`config.mk`:
```
export PLATFORM = sky130hd
export DESIGN_NAME = dsc_device_flat
export DESIGN_NICKNAME = d
export VERILOG_FILES = /design/src/design/dsc_pkg.sv /design/src/design/dsc_link_if.sv /design/src/design/dsc_device.sv /design/src/flat_wrapper.sv
export SDC_FILE = /design/constraint.sdc
export NUM_CORES = 1
export LEC_CHECK = 0
export CAP_MARGIN = 20
export CORE_ASPECT_RATIO = 0.5
export CORE_UTILIZATION = 40
export CTS_BUF_LIST = sky130_fd_sc_hd__clkbuf_4 sky130_fd_sc_hd__clkbuf_8
export DETAILED_ROUTE_END_ITERATION = 8
export DONT_BUFFER_PORTS = 1
export GPL_TIMING_DRIVEN = 0
export HOLD_SLACK_MARGIN = 0.03
export PLACE_DENSITY = 0.62
export SLEW_MARGIN = 20
export SYNTH_ARGS = -nofsm -noshare
export SYNTH_HDL_FRONTEND = slang
export SYNTH_SLANG_ARGS = --single-unit
```
`constraint.sdc`:
```
create_clock -name clock -period 15.45 [get_ports clock]
set_input_delay 3.09 -clock clock [delete_from_list [all_inputs] [get_ports clock]]
set_output_delay 3.09 -clock clock [all_outputs]
set_load 0.01 [all_outputs]
```
`src/design/dsc_pkg.sv`:
```
// Shared constants and types for the DDR2-style command link and both of its ends
package dsc_pkg;
    // Link widths
    localparam int BANK_W = 3;
    localparam int ROW_W = 15;
    localparam int COL_W = 10;
    localparam int DQ_W = 8;
    localparam int NUM_BANKS = 8;
    // Address bit that carries auto precharge / all-bank precharge
    localparam int AP_BIT = 10;
    // Burst lengths and latency limits
    localparam logic [3:0] BL4 = 4'h4;
    localparam logic [3:0] BL8 = 4'h8;
    localparam logic [2:0] CL_MIN = 3'h3;
    localparam logic [2:0] CL_MAX = 3'h7;
    localparam logic [2:0] AL_MAX = 3'h6;
    // Command codes {cs_n, ras_n, cas_n, we_n}
    localparam logic [3:0] CMD_NOP = 4'h7;
    localparam logic [3:0] CMD_ACT = 4'h3;
    localparam logic [3:0] CMD_RD = 4'h5;
    localparam logic [3:0] CMD_WR = 4'h4;
    localparam logic [3:0] CMD_PRE = 4'h2;
    localparam logic [3:0] CMD_REF = 4'h1;
    // Controller register map (APB byte addresses)
    localparam logic [7:0] REG_CMD = 8'h00;
    localparam logic [7:0] REG_ADDR = 8'h04;
    localparam logic [7:0] REG_WDATA = 8'h08;
    localparam logic [7:0] REG_CFG = 8'h0c;
    localparam logic [7:0] REG_STAT = 8'h10;
    localparam logic [7:0] REG_RDATA = 8'h14;
    // Config field positions
    localparam int CFG_BL8_POS = 0;
    localparam int CFG_CL_POS = 4;
    localparam int CFG_AL_POS = 8;
    localparam int CFG_CKE_POS = 12;
    // Config bit that masks the first beat of each write burst
    localparam int CFG_DM_POS = 13;
    // Command register bit that drops clock enable with a refresh
    localparam int CMD_SREF_POS = 4;
    localparam logic [31:0] CFG_RESET = 32'h0000_1030;
    // Device power states
    typedef enum logic [1:0] {PWR_ON, PWR_PRE_PD, PWR_ACT_PD, PWR_SELF_REF} dsc_pwr_t;
    // Read latency as AL + CL
    function automatic logic [3:0] rd_lat(input logic [2:0] al, input logic [2:0] cl);
        rd_lat = {1'b0, al} + {1'b0, cl};
    endfunction
endpackage

```
`src/design/dsc_link_if.sv`:
```
// Command, address and data link between controller and memory device
`timescale 1ns/1ps
interface dsc_link_if;
    import dsc_pkg::*;
    logic cke;
    logic cs_n;
    logic ras_n;
    logic cas_n;
    logic we_n;
    logic [BANK_W-1:0] ba;
    logic [ROW_W-1:0] addr;
    logic [DQ_W-1:0] dq_ctl;
    logic dq_ctl_oe;
    logic [DQ_W-1:0] dq_dev;
    logic dq_dev_oe;
    logic dm;
    // Resolved data bus
    logic [DQ_W-1:0] dq;
    assign dq = dq_dev_oe ? dq_dev : dq_ctl;
    modport ctl (output cke, cs_n, ras_n, cas_n, we_n, ba, addr, dq_ctl, dq_ctl_oe, dm,
                 input dq, dq_dev_oe);
    modport dev (input cke, cs_n, ras_n, cas_n, we_n, ba, addr, dq_ctl, dq_ctl_oe, dm, dq,
                 output dq_dev, dq_dev_oe);
endinterface

```
`src/design/dsc_device.sv`:
```
// Memory device end: command decode, bank state, latency timing, burst data and power states
// Summary of operation
// - bursts of 4 or 8 from start column, A0 ignored
// - CAS latency 3 to 7 accepted
// - additive latency 0 to 6 accepted
// - write data one cycle before read latency
// - eight banks, chosen by bank address
// - controller opens row before read/write (not enforced; device ignores read/write to a closed bank)
// - activate takes bank and row address
// - column from A0-A9, A10 auto precharge
// - one data beat per clock cycle
// - inputs sampled on rising clock edge
// - clock enable low enters power-down state
// - self refresh exit taken on rising clock edge with clock enable high
// - controller keeps clock enable high during access (not enforced; clock enable follows APB writes even mid-burst)
// - power-down ignores all but clock enable
// - self refresh ignores all but clock enable
// - chip select high masks every command
// - controller initialises before normal traffic (no initialisation sequence is issued here)
// - command decoded from strobes with select
// - precharge one bank or all via A10
// - masked write beats are discarded
`timescale 1ns/1ps
module dsc_device import dsc_pkg::*; #(
    parameter int DEPTH = 64,
    parameter logic WIDE_ROW = 1'b1
) (
    input wire logic clock,
    input wire logic arst_n,
    dsc_link_if.dev link,
    input wire logic bl8,
    input wire logic [2:0] cas_lat,
    input wire logic [2:0] add_lat,
    output logic [NUM_BANKS-1:0] bank_open,
    output logic [1:0] pwr_state,
    output logic cfg_err
);
    // Data store, one entry per column pair, two beats per entry
    logic [2*DQ_W-1:0] mem [DEPTH];
    logic [NUM_BANKS-1:0] open_r, open_nxt;
    logic [ROW_W-1:0] row_r [NUM_BANKS];
    logic [ROW_W-1:0] row_nxt [NUM_BANKS];
    dsc_pwr_t pwr_r, pwr_nxt;
    logic [3:0] cmd;
    logic [15:0] rd_pipe_r, rd_pipe_nxt, wr_pipe_r, wr_pipe_nxt;
    logic [COL_W-1:0] col_r, col_nxt;
    logic [BANK_W-1:0] bank_r, bank_nxt;
    logic ap_r, ap_nxt;
    logic [2:0] beat_r, beat_nxt;
    logic rd_act_r, rd_act_nxt, wr_act_r, wr_act_nxt;
    logic [DQ_W-1:0] dq_r, dq_nxt;
    logic oe_r, oe_nxt;
    logic err_r, err_nxt;
    logic [3:0] rl, wl;
    logic [2:0] blen;
    logic [ROW_W-1:0] row_in;
    logic [$clog2(DEPTH)-1:0] widx;
    logic [2*DQ_W-1:0] wword;
    logic wen;

    // Command decode; chip select is part of the code
    always_comb begin
        cmd = {link.cs_n, link.ras_n, link.cas_n, link.we_n};
        if (link.cs_n || pwr_r != PWR_ON) begin
            cmd = CMD_NOP;
        end
        rl = rd_lat(add_lat, cas_lat);
        wl = rl - 4'h1;
        blen = bl8 ? 3'h7 : 3'h3;
        row_in = WIDE_ROW ? link.addr : {1'b0, link.addr[ROW_W-2:0]};
    end

    // Bank, power, and burst next state
    always_comb begin
        open_nxt = open_r;
        row_nxt = row_r;
        pwr_nxt = pwr_r;
        rd_pipe_nxt = {rd_pipe_r[14:0], 1'b0};
        wr_pipe_nxt = {wr_pipe_r[14:0], 1'b0};
        col_nxt = col_r;
        bank_nxt = bank_r;
        ap_nxt = ap_r;
        beat_nxt = beat_r;
        rd_act_nxt = rd_act_r;
        wr_act_nxt = wr_act_r;
        dq_nxt = dq_r;
        oe_nxt = 1'b0;
        wen = 1'b0;
        widx = '0;
        wword = '0;
        // Latency settings outside the accepted ranges are flagged
        err_nxt = (cas_lat < CL_MIN) || (add_lat > AL_MAX);
        case (pwr_r)
            PWR_ON: begin
                if (!link.cke) begin
                    if (open_r != '0) begin
                        pwr_nxt = PWR_ACT_PD;
                    end else if (link.cs_n == 1'b0 && cmd == CMD_REF) begin
                        pwr_nxt = PWR_SELF_REF;
                    end else begin
                        pwr_nxt = PWR_PRE_PD;
                    end
                end
            end
            PWR_PRE_PD, PWR_ACT_PD: begin
                if (link.cke) begin
                    pwr_nxt = PWR_ON;
                end
            end
            PWR_SELF_REF: begin
                if (link.cke) begin
                    pwr_nxt = PWR_ON;
                end
            end
            default: pwr_nxt = PWR_ON;
        endcase
        // Bank commands, eight independent banks
        case (cmd)
            CMD_ACT: begin
                open_nxt[link.ba] = 1'b1;
                row_nxt[link.ba] = row_in;
            end
            CMD_PRE: begin
                if (link.addr[AP_BIT]) begin
                    open_nxt = '0;
                end else begin
                    open_nxt[link.ba] = 1'b0;
                end
            end
            CMD_RD: begin
                if (open_r[link.ba]) begin
                    rd_pipe_nxt[0] = 1'b1;
                    col_nxt = link.addr[COL_W-1:0];
                    bank_nxt = link.ba;
                    ap_nxt = link.addr[AP_BIT];
                end
            end
            CMD_WR: begin
                if (open_r[link.ba]) begin
                    wr_pipe_nxt[0] = 1'b1;
                    col_nxt = link.addr[COL_W-1:0];
                    bank_nxt = link.ba;
                    ap_nxt = link.addr[AP_BIT];
                end
            end
            default: ;
        endcase
        // Burst start after latency
        if (rd_pipe_r[rl-4'h1]) begin
            rd_act_nxt = 1'b1;
            beat_nxt = '0;
        end
        // Write beats are taken in the same cycle the controller drives them on the link
        if (wr_pipe_r[wl]) begin
            wr_act_nxt = 1'b1;
            beat_nxt = '0;
        end
        // Read burst: one beat per cycle, low beat then high on link
        if (rd_act_r) begin
            widx = (col_r[$clog2(DEPTH):1] + beat_r[2:1]);
            dq_nxt = beat_r[0] ? mem[widx][2*DQ_W-1:DQ_W] : mem[widx][DQ_W-1:0];
            oe_nxt = 1'b1;
        end
        // Write burst, masked beats keep old data
        if (wr_act_r) begin
            widx = (col_r[$clog2(DEPTH):1] + beat_r[2:1]);
            wword = mem[widx];
            if (!link.dm) begin
                if (beat_r[0]) begin
                    wword[2*DQ_W-1:DQ_W] = link.dq;
                end else begin
                    wword[DQ_W-1:0] = link.dq;
                end
            end
            wen = 1'b1;
        end
        if (rd_act_r || wr_act_r) begin
            beat_nxt = beat_r + 3'h1;
            if (beat_r == blen) begin
                rd_act_nxt = 1'b0;
                wr_act_nxt = 1'b0;
                if (ap_r) begin
                    open_nxt[bank_r] = 1'b0;
                end
            end
        end
    end

    // Registers
    always_ff @(posedge clock or negedge arst_n) begin
        if (!arst_n) begin
            open_r <= '0;
            for (int i = 0; i < NUM_BANKS; i++) begin
                row_r[i] <= '0;
            end
            pwr_r <= PWR_ON;
            rd_pipe_r <= '0;
            wr_pipe_r <= '0;
            col_r <= '0;
            bank_r <= '0;
            ap_r <= 1'b0;
            beat_r <= '0;
            rd_act_r <= 1'b0;
            wr_act_r <= 1'b0;
            dq_r <= '0;
            oe_r <= 1'b0;
            err_r <= 1'b0;
        end else begin
            open_r <= open_nxt;
            row_r <= row_nxt;
            pwr_r <= pwr_nxt;
            rd_pipe_r <= rd_pipe_nxt;
            wr_pipe_r <= wr_pipe_nxt;
            col_r <= col_nxt;
            bank_r <= bank_nxt;
            ap_r <= ap_nxt;
            beat_r <= beat_nxt;
            rd_act_r <= rd_act_nxt;
            wr_act_r <= wr_act_nxt;
            dq_r <= dq_nxt;
            oe_r <= oe_nxt;
            err_r <= err_nxt;
        end
    end

    // Storage array write port
    always_ff @(posedge clock) begin
        if (wen) begin
            mem[widx] <= wword;
        end
    end

    assign link.dq_dev = dq_r;
    assign link.dq_dev_oe = oe_r;
    assign bank_open = open_r;
    assign pwr_state = pwr_r;
    assign cfg_err = err_r;
endmodule

```
`src/flat_wrapper.sv`:
```
// flat-port wrapper written by rule: the top's interface ports become plain ports
module dsc_device_flat import dsc_pkg::*;
#(
    parameter int DEPTH = 64,
    parameter logic WIDE_ROW = 1'b1
)
  (clock, arst_n, bl8, cas_lat, add_lat, bank_open, pwr_state, cfg_err, link_cke, link_cs_n, link_ras_n, link_cas_n, link_we_n, link_ba, link_addr, link_dq_ctl, link_dq_ctl_oe, link_dm, link_dq_dev, link_dq_dev_oe);
  dsc_link_if link_i ();
  input wire logic clock;
  input wire logic arst_n;
  input wire logic bl8;
  input wire logic [2:0] cas_lat;
  input wire logic [2:0] add_lat;
  output logic [NUM_BANKS-1:0] bank_open;
  output logic [1:0] pwr_state;
  output logic cfg_err;
  input wire logic [$bits(link_i.cke)-1:0] link_cke;
  input wire logic [$bits(link_i.cs_n)-1:0] link_cs_n;
  input wire logic [$bits(link_i.ras_n)-1:0] link_ras_n;
  input wire logic [$bits(link_i.cas_n)-1:0] link_cas_n;
  input wire logic [$bits(link_i.we_n)-1:0] link_we_n;
  input wire logic [$bits(link_i.ba)-1:0] link_ba;
  input wire logic [$bits(link_i.addr)-1:0] link_addr;
  input wire logic [$bits(link_i.dq_ctl)-1:0] link_dq_ctl;
  input wire logic [$bits(link_i.dq_ctl_oe)-1:0] link_dq_ctl_oe;
  input wire logic [$bits(link_i.dm)-1:0] link_dm;
  output wire logic [$bits(link_i.dq_dev)-1:0] link_dq_dev;
  output wire logic [$bits(link_i.dq_dev_oe)-1:0] link_dq_dev_oe;
  assign link_i.cke = link_cke;
  assign link_i.cs_n = link_cs_n;
  assign link_i.ras_n = link_ras_n;
  assign link_i.cas_n = link_cas_n;
  assign link_i.we_n = link_we_n;
  assign link_i.ba = link_ba;
  assign link_i.addr = link_addr;
  assign link_i.dq_ctl = link_dq_ctl;
  assign link_i.dq_ctl_oe = link_dq_ctl_oe;
  assign link_i.dm = link_dm;
  assign link_dq_dev = link_i.dq_dev;
  assign link_dq_dev_oe = link_i.dq_dev_oe;
  dsc_device #(.DEPTH(DEPTH), .WIDE_ROW(WIDE_ROW)) u_core (.clock(clock), .arst_n(arst_n), .link(link_i), .bl8(bl8), .cas_lat(cas_lat), .add_lat(add_lat), .bank_open(bank_open), .pwr_state(pwr_state), .cfg_err(cfg_err));
endmodule
```
# Yosys cells after proc, flatten, opt, wreduce, memory -nomap -nowiden
# Memories as Yosys holds them, arrays and structs flattened.
# Cells that the tools add are included.
[word_totals]
mem_count = 1
ramBits = 1024
ff_bits = 68
word_cells = 102
in_bits = 42
[op_classes]
add_sub_neg = 4
mux = 46
n_reduce_logical = 14
order_cmp = 7
n_eq_ne = 11
bitwise = 6
[memory_table]
columns = ["memory", "words", "word_bits", "read_ports", "rd_ports_with_merged_regs", "write_ports", "line", "rtl"]
rows = [
  ["u_core.mem", 64, 16, 1, 0, 1, "dsc_device.sv:39", "logic [2*DQ_W-1:0] mem [DEPTH];"],
]
[op_table]
columns = ["operator", "n"]
rows = [
  ["$mux W8", 8],
  ["$mux W16", 2],
  ["$mux W1", 18],
  ["$and A8 B8 Y8", 2],
  ["$not A8 Y8", 2],
  ["$pmux W8 S2", 1],
  ["$mux W3", 4],
  ["$mux W6", 2],
  ["$bmux W1 S4", 2],
  ["$eq A4 B2 Y1 const B", 2],
  ["$eq A4 B3 Y1 const B", 2],
  ["$lt A3 B4 Y1 const B", 2],
  ["$mux W2", 4],
  ["$or A8 B8 Y8", 1],
  ["$reduce_bool A8 Y1", 1],
  ["$add A6 B2 Y6", 1],
  ["$demux W1 S3", 2],
  ["$ge A3 B1 Y1 const B", 2],
  ["$lt A4 B5 Y1 const B", 1],
  ["$add A3 B3 Y4", 1],
  ["$eq A2 B2 Y1 const B", 2],
  ["$eq A4 B1 Y1 const B", 1],
  ["$mux W4", 1],
  ["$pmux W2 S2", 1],
  ["other kinds (18)", 23],
]

# Logic depth before layout (Yosys ltp)
# Gate-level depths: netlist of the first run.
[depth]
ltp_word = 12
ltp_mapped = 12
mapped_depth_nobuf = 12

# Least setup slack after synthesis of the first run
# OpenSTA, ideal clock, no wires.
[synth_timing]
path_type = "in2reg"
from = "in link_dm"
to = "mem u_core.mem[0][6] (netlist bit) (data pin)"
path_slack_ns = 8.183
t_required_ns = 14.682
cell_stages = 4
path_buffers = 2
arrival_time_ns = 6.500
cell_sequence = "or2_2 > buf_1 > clkbuf_1 > a311oi_1"
[synth_via]
elab_chain_len = 2
[synth_lines]
columns = ["item", "line", "rtl"]
rows = [
  ["start: declaration", "flat_wrapper.sv:26", "input wire logic [$bits(link_i.dm)-1:0] link_dm;"],
  ["$mux W16", "dsc_device.sv:168", "if (!link.dm) begin"],
  ["$mux W16", "dsc_device.sv:165", "if (wr_act_r) begin"],
  ["named net u_core.wword[6]", "dsc_device.sv:58", "logic [2*DQ_W-1:0] wword;"],
  ["end: declaration", "dsc_device.sv:39", ""],
]
# The timed path passes the listed nets, and every way through them passes these cells.

# Worst setup path after layout of the first run
[layout_timing]
from = "reg u_core.beat_r[1]"
to = "mem u_core.mem[50][5] (netlist bit) (data pin)"
[layout_via]
elab_chain_len = 5
[layout_lines]
columns = ["item", "line", "rtl"]
rows = [
  ["start: declaration", "dsc_device.sv:49", "logic [2:0] beat_r, beat_nxt;"],
  ["start signal: assignment", "dsc_device.sv:217", "beat_r <= beat_nxt;"],
  ["$add A6 B2 Y6 (*)", "dsc_device.sv:166", "widx = (col_r[$clog2(DEPTH):1] + beat_r[2:1]);"],
  ["$mem_v2 Z64 W16 (*)", "-", ""],
  ["$mux W8", "dsc_device.sv:169", "if (beat_r[0]) begin"],
  ["$mux W16 (*)", "dsc_device.sv:168", ""],
  ["$mux W16 (*)", "dsc_device.sv:165", ""],
  ["named net u_core.wword[5]", "dsc_device.sv:58", ""],
]
# Mark *: on every way through the listed nets, which the timed path passes. The rest lies on a longest branch.

==> results.toml, run 1 <==
[clock_tree]
clockBufferDepth = 3
ctsResizeCount = 0
clk_pin_slew_ns = 0.07
tritoncts = "yes"
hold_buffers = 0
h-tree-depth = 4
postCtsSetupRepairBufs = 0
cts_made_buffers = 159
root_buffer = "clkbuf_8"
clock_latency_ns = 0.88
cts_sinks = 1091

[grt]
use_met1 = 0.317
grt_use_met2 = 0.333
antenna_found_initial = 1
grt_usage = 0.226
grt_max_degree = 68
grtUsageMet3 = 0.0745
first_global_vias = 23915
grt_overflow = 0
grt_pass1_wl_mm = 177
top_usage_layer = "met2"

[floorplanning]
die_w_um = 471
dieHeight_um = 237
initial_utilization = 0.406
fp-row-count = 85
io_pins = 62
die_area_um2 = 111000
core_area_um2 = 108000

[cells_and_area]
final_common_cell = "edfxtp_1"
finalNetCount = 2473
drive_gt1_frac = 0.389
layout_common_cells = "1024 x edfxtp_1, 266 x mux4_2, 163 x clkbuf_8"
syn_to_final_growth_pct = 15.2
final_core_util = 0.468

[pwr]
combPwrFrac = 0.494
swShare = 0.402
leakagePower_uw = 0.0163
irDropWorstVdd_v = 0.000111
power_frac_seq = 0.320
intPower_uw = 7210
power.density_nw_per_um2 = 238
clock_power_share = 0.186
switchingPower_uw = 4850

[synth]
ys.flop_type = "edfxtp_1"
synth.top_cell.area_share = 0.698
avgSynthCellArea_um2 = 20.6
syn_area_um2 = 44000
synth_edf_count = 1024
syn-num-nets = 2188
synth_warnings = 0
seq_area_frac_synth = 0.737
synth.distinct_cells = 57
syn_inst = 2137
synthTopCellsByArea = "edfxtp_1 70%, mux4_2 14%, dfrtp_1 3.8%"
ys_async_sr_fraction = 0.0614
synth_top_cell_by_area = "edfxtp_1"
synth-seq-cells = 1091

[setup_path]
end_kind = "register"
critPathRequiredTime_ns = 16.13
crit_type = "reg2reg"
startpoint_type = "register"
rrSetupSlack_ns = 9.88
crit_arrival_ns = 6.26
crit_fanout = 18

[placement]
gp_congestion = 0.980
hpwl_mm = 87.8
io_buffers = 0
post-place-ws_ns = 9.60

[drt]
wire_per_inst_um = 31.6
drc = 0
wl_mm = 125
num_vias = 24241
avgViaCountPerCell = 6.10
first_iter_violations = 3409
antenna_left = 0
drt_pass1_iterations = 8

[sta]
fin_skew_ns = 0.0469
worst_slew_pin_slew_ns = 1.18
setup_viol = 0
relSlewSlack = 0.209
tns_ns = 0
slew_viol_final = 0
hold_viol = 0
worst_slack_ns = 9.88
final.min_clock_period_ns = 5.57
fmax_mhz = 179
rsz0062_at_grt = "no"
fin_crit_sh = 0.361

[run_status]
status = "finished clean"

[worst_hold_path]
hold_path_class = "reg2reg"

[flow_run]
cap_violations = 0
[power groups by stage]
stage          registers, µW  clock network [µW]  logic (µW)
2_1_floorplan           3960                   0        3460
3_3_place_gp            4080                   0        5410
3_5_place_dp            3920                   0        5820
4_1_cts                 3860                2280        5840
5_1_grt                 3860                2410        6120
6_report                3860                2250        5950
[layout make-up]
class,instances,area [µm²]
repair buffers,124,1380
multi-input cells,866,11200
clock buffers,235,2780
fillers,8878,57600
well taps,1435,1800
diodes,2,5.00
inverters,19,71.3
flip-flops and latches,1091,32400
clock inverters,44,231
plain buffers,161,890
[cell usage after synthesis, types with 5 or more instances]
library cell,number
a211oi_1,137
a21oi_1,9
a22oi_1,5
buf_2,58
buf_4,24
buf_6,15
clkbuf_1,59
dfrtp_1,67
edfxtp_1,1024
ha_1,7
inv_1,17
mux2_2,18
mux2i_1,19
mux4_2,266
nand2_1,32
nand2b_1,10
nand3_1,12
nand4_1,5
nor2_1,99
nor4_1,17
nor4_2,24
o21ai_0,7
o221a_1,9
o221a_2,111
o22ai_1,17
o31ai_1,7
[layer usage]
metal	vias up	share of wire
li1	9714	-
met5	-	0.00026
met3	222	0.12
met4	2	0.030
met2	1419	0.44
met1	12884	0.41
[worst max-delay path, stage by stage, from the launching register on]
cell and delay [ns]:
dfrtp_1 0.41, ha_1 0.26, fa_1 0.49, buf_2 0.40, buf_4 0.34, buf_2 0.38, buf_2 0.50, mux4_2 0.30
a211oi_1 0.18, nor4_2 0.55, mux2i_1 0.23, a211oi_4 0.82, buf_6 0.30, buf_6 0.19
[worst paths after layout]
check	start	endpoint	depth (start not counted)
hold / removal	u_core.rd_pipe_r[6]$_DFF_PN0_	u_core.rd_pipe_r[7]$_DFF_PN0_	0
hold reg to reg	u_core.rd_pipe_r[6]$_DFF_PN0_	u_core.rd_pipe_r[7]$_DFF_PN0_	0
setup / recovery	u_core.beat_r[1]$_DFFE_PN0P_	u_core.mem[50][5]$_DFFE_PP_	13
setup reg to reg	u_core.beat_r[1]$_DFFE_PN0P_	u_core.mem[50][5]$_DFFE_PP_	13
max in group asynchronous	arst_n	u_core.wr_pipe_r[4]$_DFF_PN0_	0
min in group asynchronous	arst_n	u_core.beat_r[1]$_DFFE_PN0P_	0
[metrics by stage]
step           hold WS [ns]  cell area, µm²  power [µW]  cells
2_1_floorplan         0.349           44000        7420   2137
3_3_place_gp          0.353           45800        9480   3572
3_5_place_dp          0.359           47700        9740   3696
4_1_cts               0.373           50700       12000   3975
5_1_grt               0.375           50700       12400   3976
6_report              0.367           50700       12100   3977
[cell families (layout without fill, tap and decap cells)]
logic type               count (synthesis)  count (layout)  share of synthesized area
flip-flops                            1091            1091                      0.737
AO/OA/AOI/OAI                          326             326                     0.0652
multiplexers                           303             303                      0.145
AND/OR/NAND/NOR                        221             221                     0.0272
buffers and inverters                  180             583                     0.0218
adder cells (fa/ha/maj)                  9               9                    0.00290
XOR/XNOR                                 7               7                    0.00139
other                                    0               2                          0
[flip-flops by register name (all words and copies together) (netlist names), 2 cells and up]
| register | flops |
|---|---|
| u_core.bank_open | 8 |
| u_core.bank_r | 3 |
| u_core.beat_r | 3 |
| u_core.col_r | 6 |
| u_core.link.dq_dev | 8 |
| u_core.mem | 1024 |
| u_core.pwr_state | 2 |
| u_core.rd_pipe_r | 16 |
| u_core.wr_pipe_r | 16 |
Note: power is estimated with default switching activity, not from simulation.
==> run 2: changes to the inputs <==
Settings changed: PLACE_DENSITY 0.62 to 0.64.
Clock period 15.45 ns to 4.5 ns, I/O delays scaled along.
==> results.toml, run 2 (synthesis gave the netlist of run 1 again) <==
[run_status]
status = "complete, but fails checks"
violations = "setup timing"

[setup_path]
end_kind = "register"
slowest_stage = "a211oi_1"
path_cells = "ha_1 > fa_1 > buf_4 > buf_4 > buf_4 > mux4_2 > a211oi_1 > nor4_1 > mux2i_1 > a211oi_4 > buf_4 > buf_6"
reg2reg_depth = 12
worst-path-buf-inv = 5
cp_slowest_stage_delay_ns = 0.80
crit_top_cell = "buf_4"
startpoint_type = "register"
critical_path.top_delay_family = "buffers and inverters"
crit_arrival_ns = 5.18
crit_type = "reg2reg"
crit_cells = 12
crit_fanout = 16
critPathRequiredTime_ns = 5.09

[clock_tree]
root_buffer = "clkbuf_8"
clk_pin_slew_ns = 0.06
clockBufferDepth = 3
cts_sinks = 1091
cts_made_buffers = 159
h-tree-depth = 4
tritoncts = "yes"
clock_latency_ns = 0.87

[sta]
slew_viol_final = 0
rsz0062_at_grt = "yes"
worst_slew_pin_slew_ns = 1.06
fin_skew_ns = 0.0347
fin_crit_sh = 1.02
hold_viol = 0
setup_viol = 153
tns_ns = -5.43
fmax_mhz = 218
worst_slack_ns = -0.0884
final.min_clock_period_ns = 4.59
relSlewSlack = 0.294

[cells_and_area]
stdcell_count = 4024
reg.largest.list = "u_core.mem: 1024 flops, u_core.rd_pipe_r: 16 flops, u_core.wr_pipe_r: 16 flops"
final_core_util = 0.478
fillers = 8760
largest_reg_flops = 1024
final_common_cell = "edfxtp_1"
regMostFlops = "u_core.mem"
drive_gt1_frac = 0.430
syn_to_final_growth_pct = 17.7
layout_common_cells = "1024 x edfxtp_1, 266 x mux4_2, 163 x clkbuf_8"
finalNetCount = 2509

[floorplanning]
dieHeight_um = 237
die_area_um2 = 111000
fp-row-count = 85
io_pins = 62
core_area_um2 = 108000
initial_utilization = 0.406
die_w_um = 471

[drt]
wl_mm = 127
drc = 0
num_vias = 24765
avgViaCountPerCell = 6.15
antenna_left = 0
wire_per_inst_um = 31.7
first_iter_violations = 3702
drt_pass1_iterations = 9

[pwr]
finalPower_uw = 43000
power.density_nw_per_um2 = 829
leakagePower_uw = 0.0167
irDropWorstVdd_v = 0.000501

[grt]
first_global_vias = 23926
grt_pass1_wl_mm = 178
grt_max_degree = 68
grt_usage = 0.228
grt_overflow = 0
antenna_found_initial = 6

[placement]
gp_congestion = 0.974
hpwl_mm = 88.4
io_buffers = 0
placedCellCount = 3700

[worst_hold_path]
hold_path_class = "in2reg"
hold-path-cell-count = 1

[flow_run]
cap_violations = 0
-- run 2: power breakdown --
part,internal [µW],switching [µW],total [µW]
sequential,13000,239,13200
clock,3940,3830,7770
combinational,8430,13500,21900
total,25400,17600,43000
-- run 2: area by class of cell --
class                   instances  area, µm²  share of cell area
diodes                          2       5.00           0.0000966
plain buffers                 161        942              0.0182
repair buffers                159       1730              0.0335
clock inverters                73        402             0.00775
inverters                      19       71.3             0.00138
multi-input cells             867      11800               0.228
well taps                    1435       1800              0.0346
flip-flops and latches       1091      32400               0.626
clock buffers                 217       2650              0.0511
-- run 2: through the flow --
step                area, µm²  hold WS (ns)  setup slack, ns
floorplan               44200         0.349           0.0154
global placement        46000         0.354            -4.17
detailed placement      47700         0.359            -1.14
CTS                     51500        0.0365          -0.0817
global route            51800        0.0791           -0.127
finish                  51800        0.0987          -0.0884
-- run 2: metal layers --
metal,up-vias,GRT usage,share of wire
li1,9801,-,-
met1,13169,0.324,0.41
met2,1558,0.336,0.44
met3,237,0.0584,0.11
met4,0,0.0909,0.036
met5,-,0,0
-- run 2: what timing repair did --
item	in CTS	in global routing
pin swaps	11	5
endpoints found under the setup margin	1306	823
resized for setup	93	59
cloned	1	0
hold endpoints to repair	67	0
setup buffers	20	9
hold buffers	2	0
-- run 2: path summary, 6_finish.rpt --
path                                                     from                             end  slack, ns
worst max-delay path             u_core.beat_r[1]$_DFFE_PN0P_     u_core.mem[36][7]$_DFFE_PP_      -0.09
worst min-delay path                                link_we_n   u_core.wr_pipe_r[0]$_DFF_PN0_        0.1
worst max register to register   u_core.beat_r[1]$_DFFE_PN0P_     u_core.mem[36][7]$_DFFE_PP_      -0.09
worst min register to register  u_core.rd_pipe_r[9]$_DFF_PN0_  u_core.rd_pipe_r[10]$_DFF_PN0_       0.37
max in group asynchronous                              arst_n  u_core.wr_pipe_r[14]$_DFF_PN0_       3.61
min in group asynchronous                              arst_n   u_core.bank_open[2]$_DFF_PN0_       0.60
-- run 2: worst reg2reg max path: cells and delay by family (launching register included) --
family          cells  cell delay (ns)
buf+inv             5             1.41
compound gates      2             0.91
mux                 2             0.63
fa+ha+maj           2             0.79
simple gates        1             0.17
flops               1             0.41
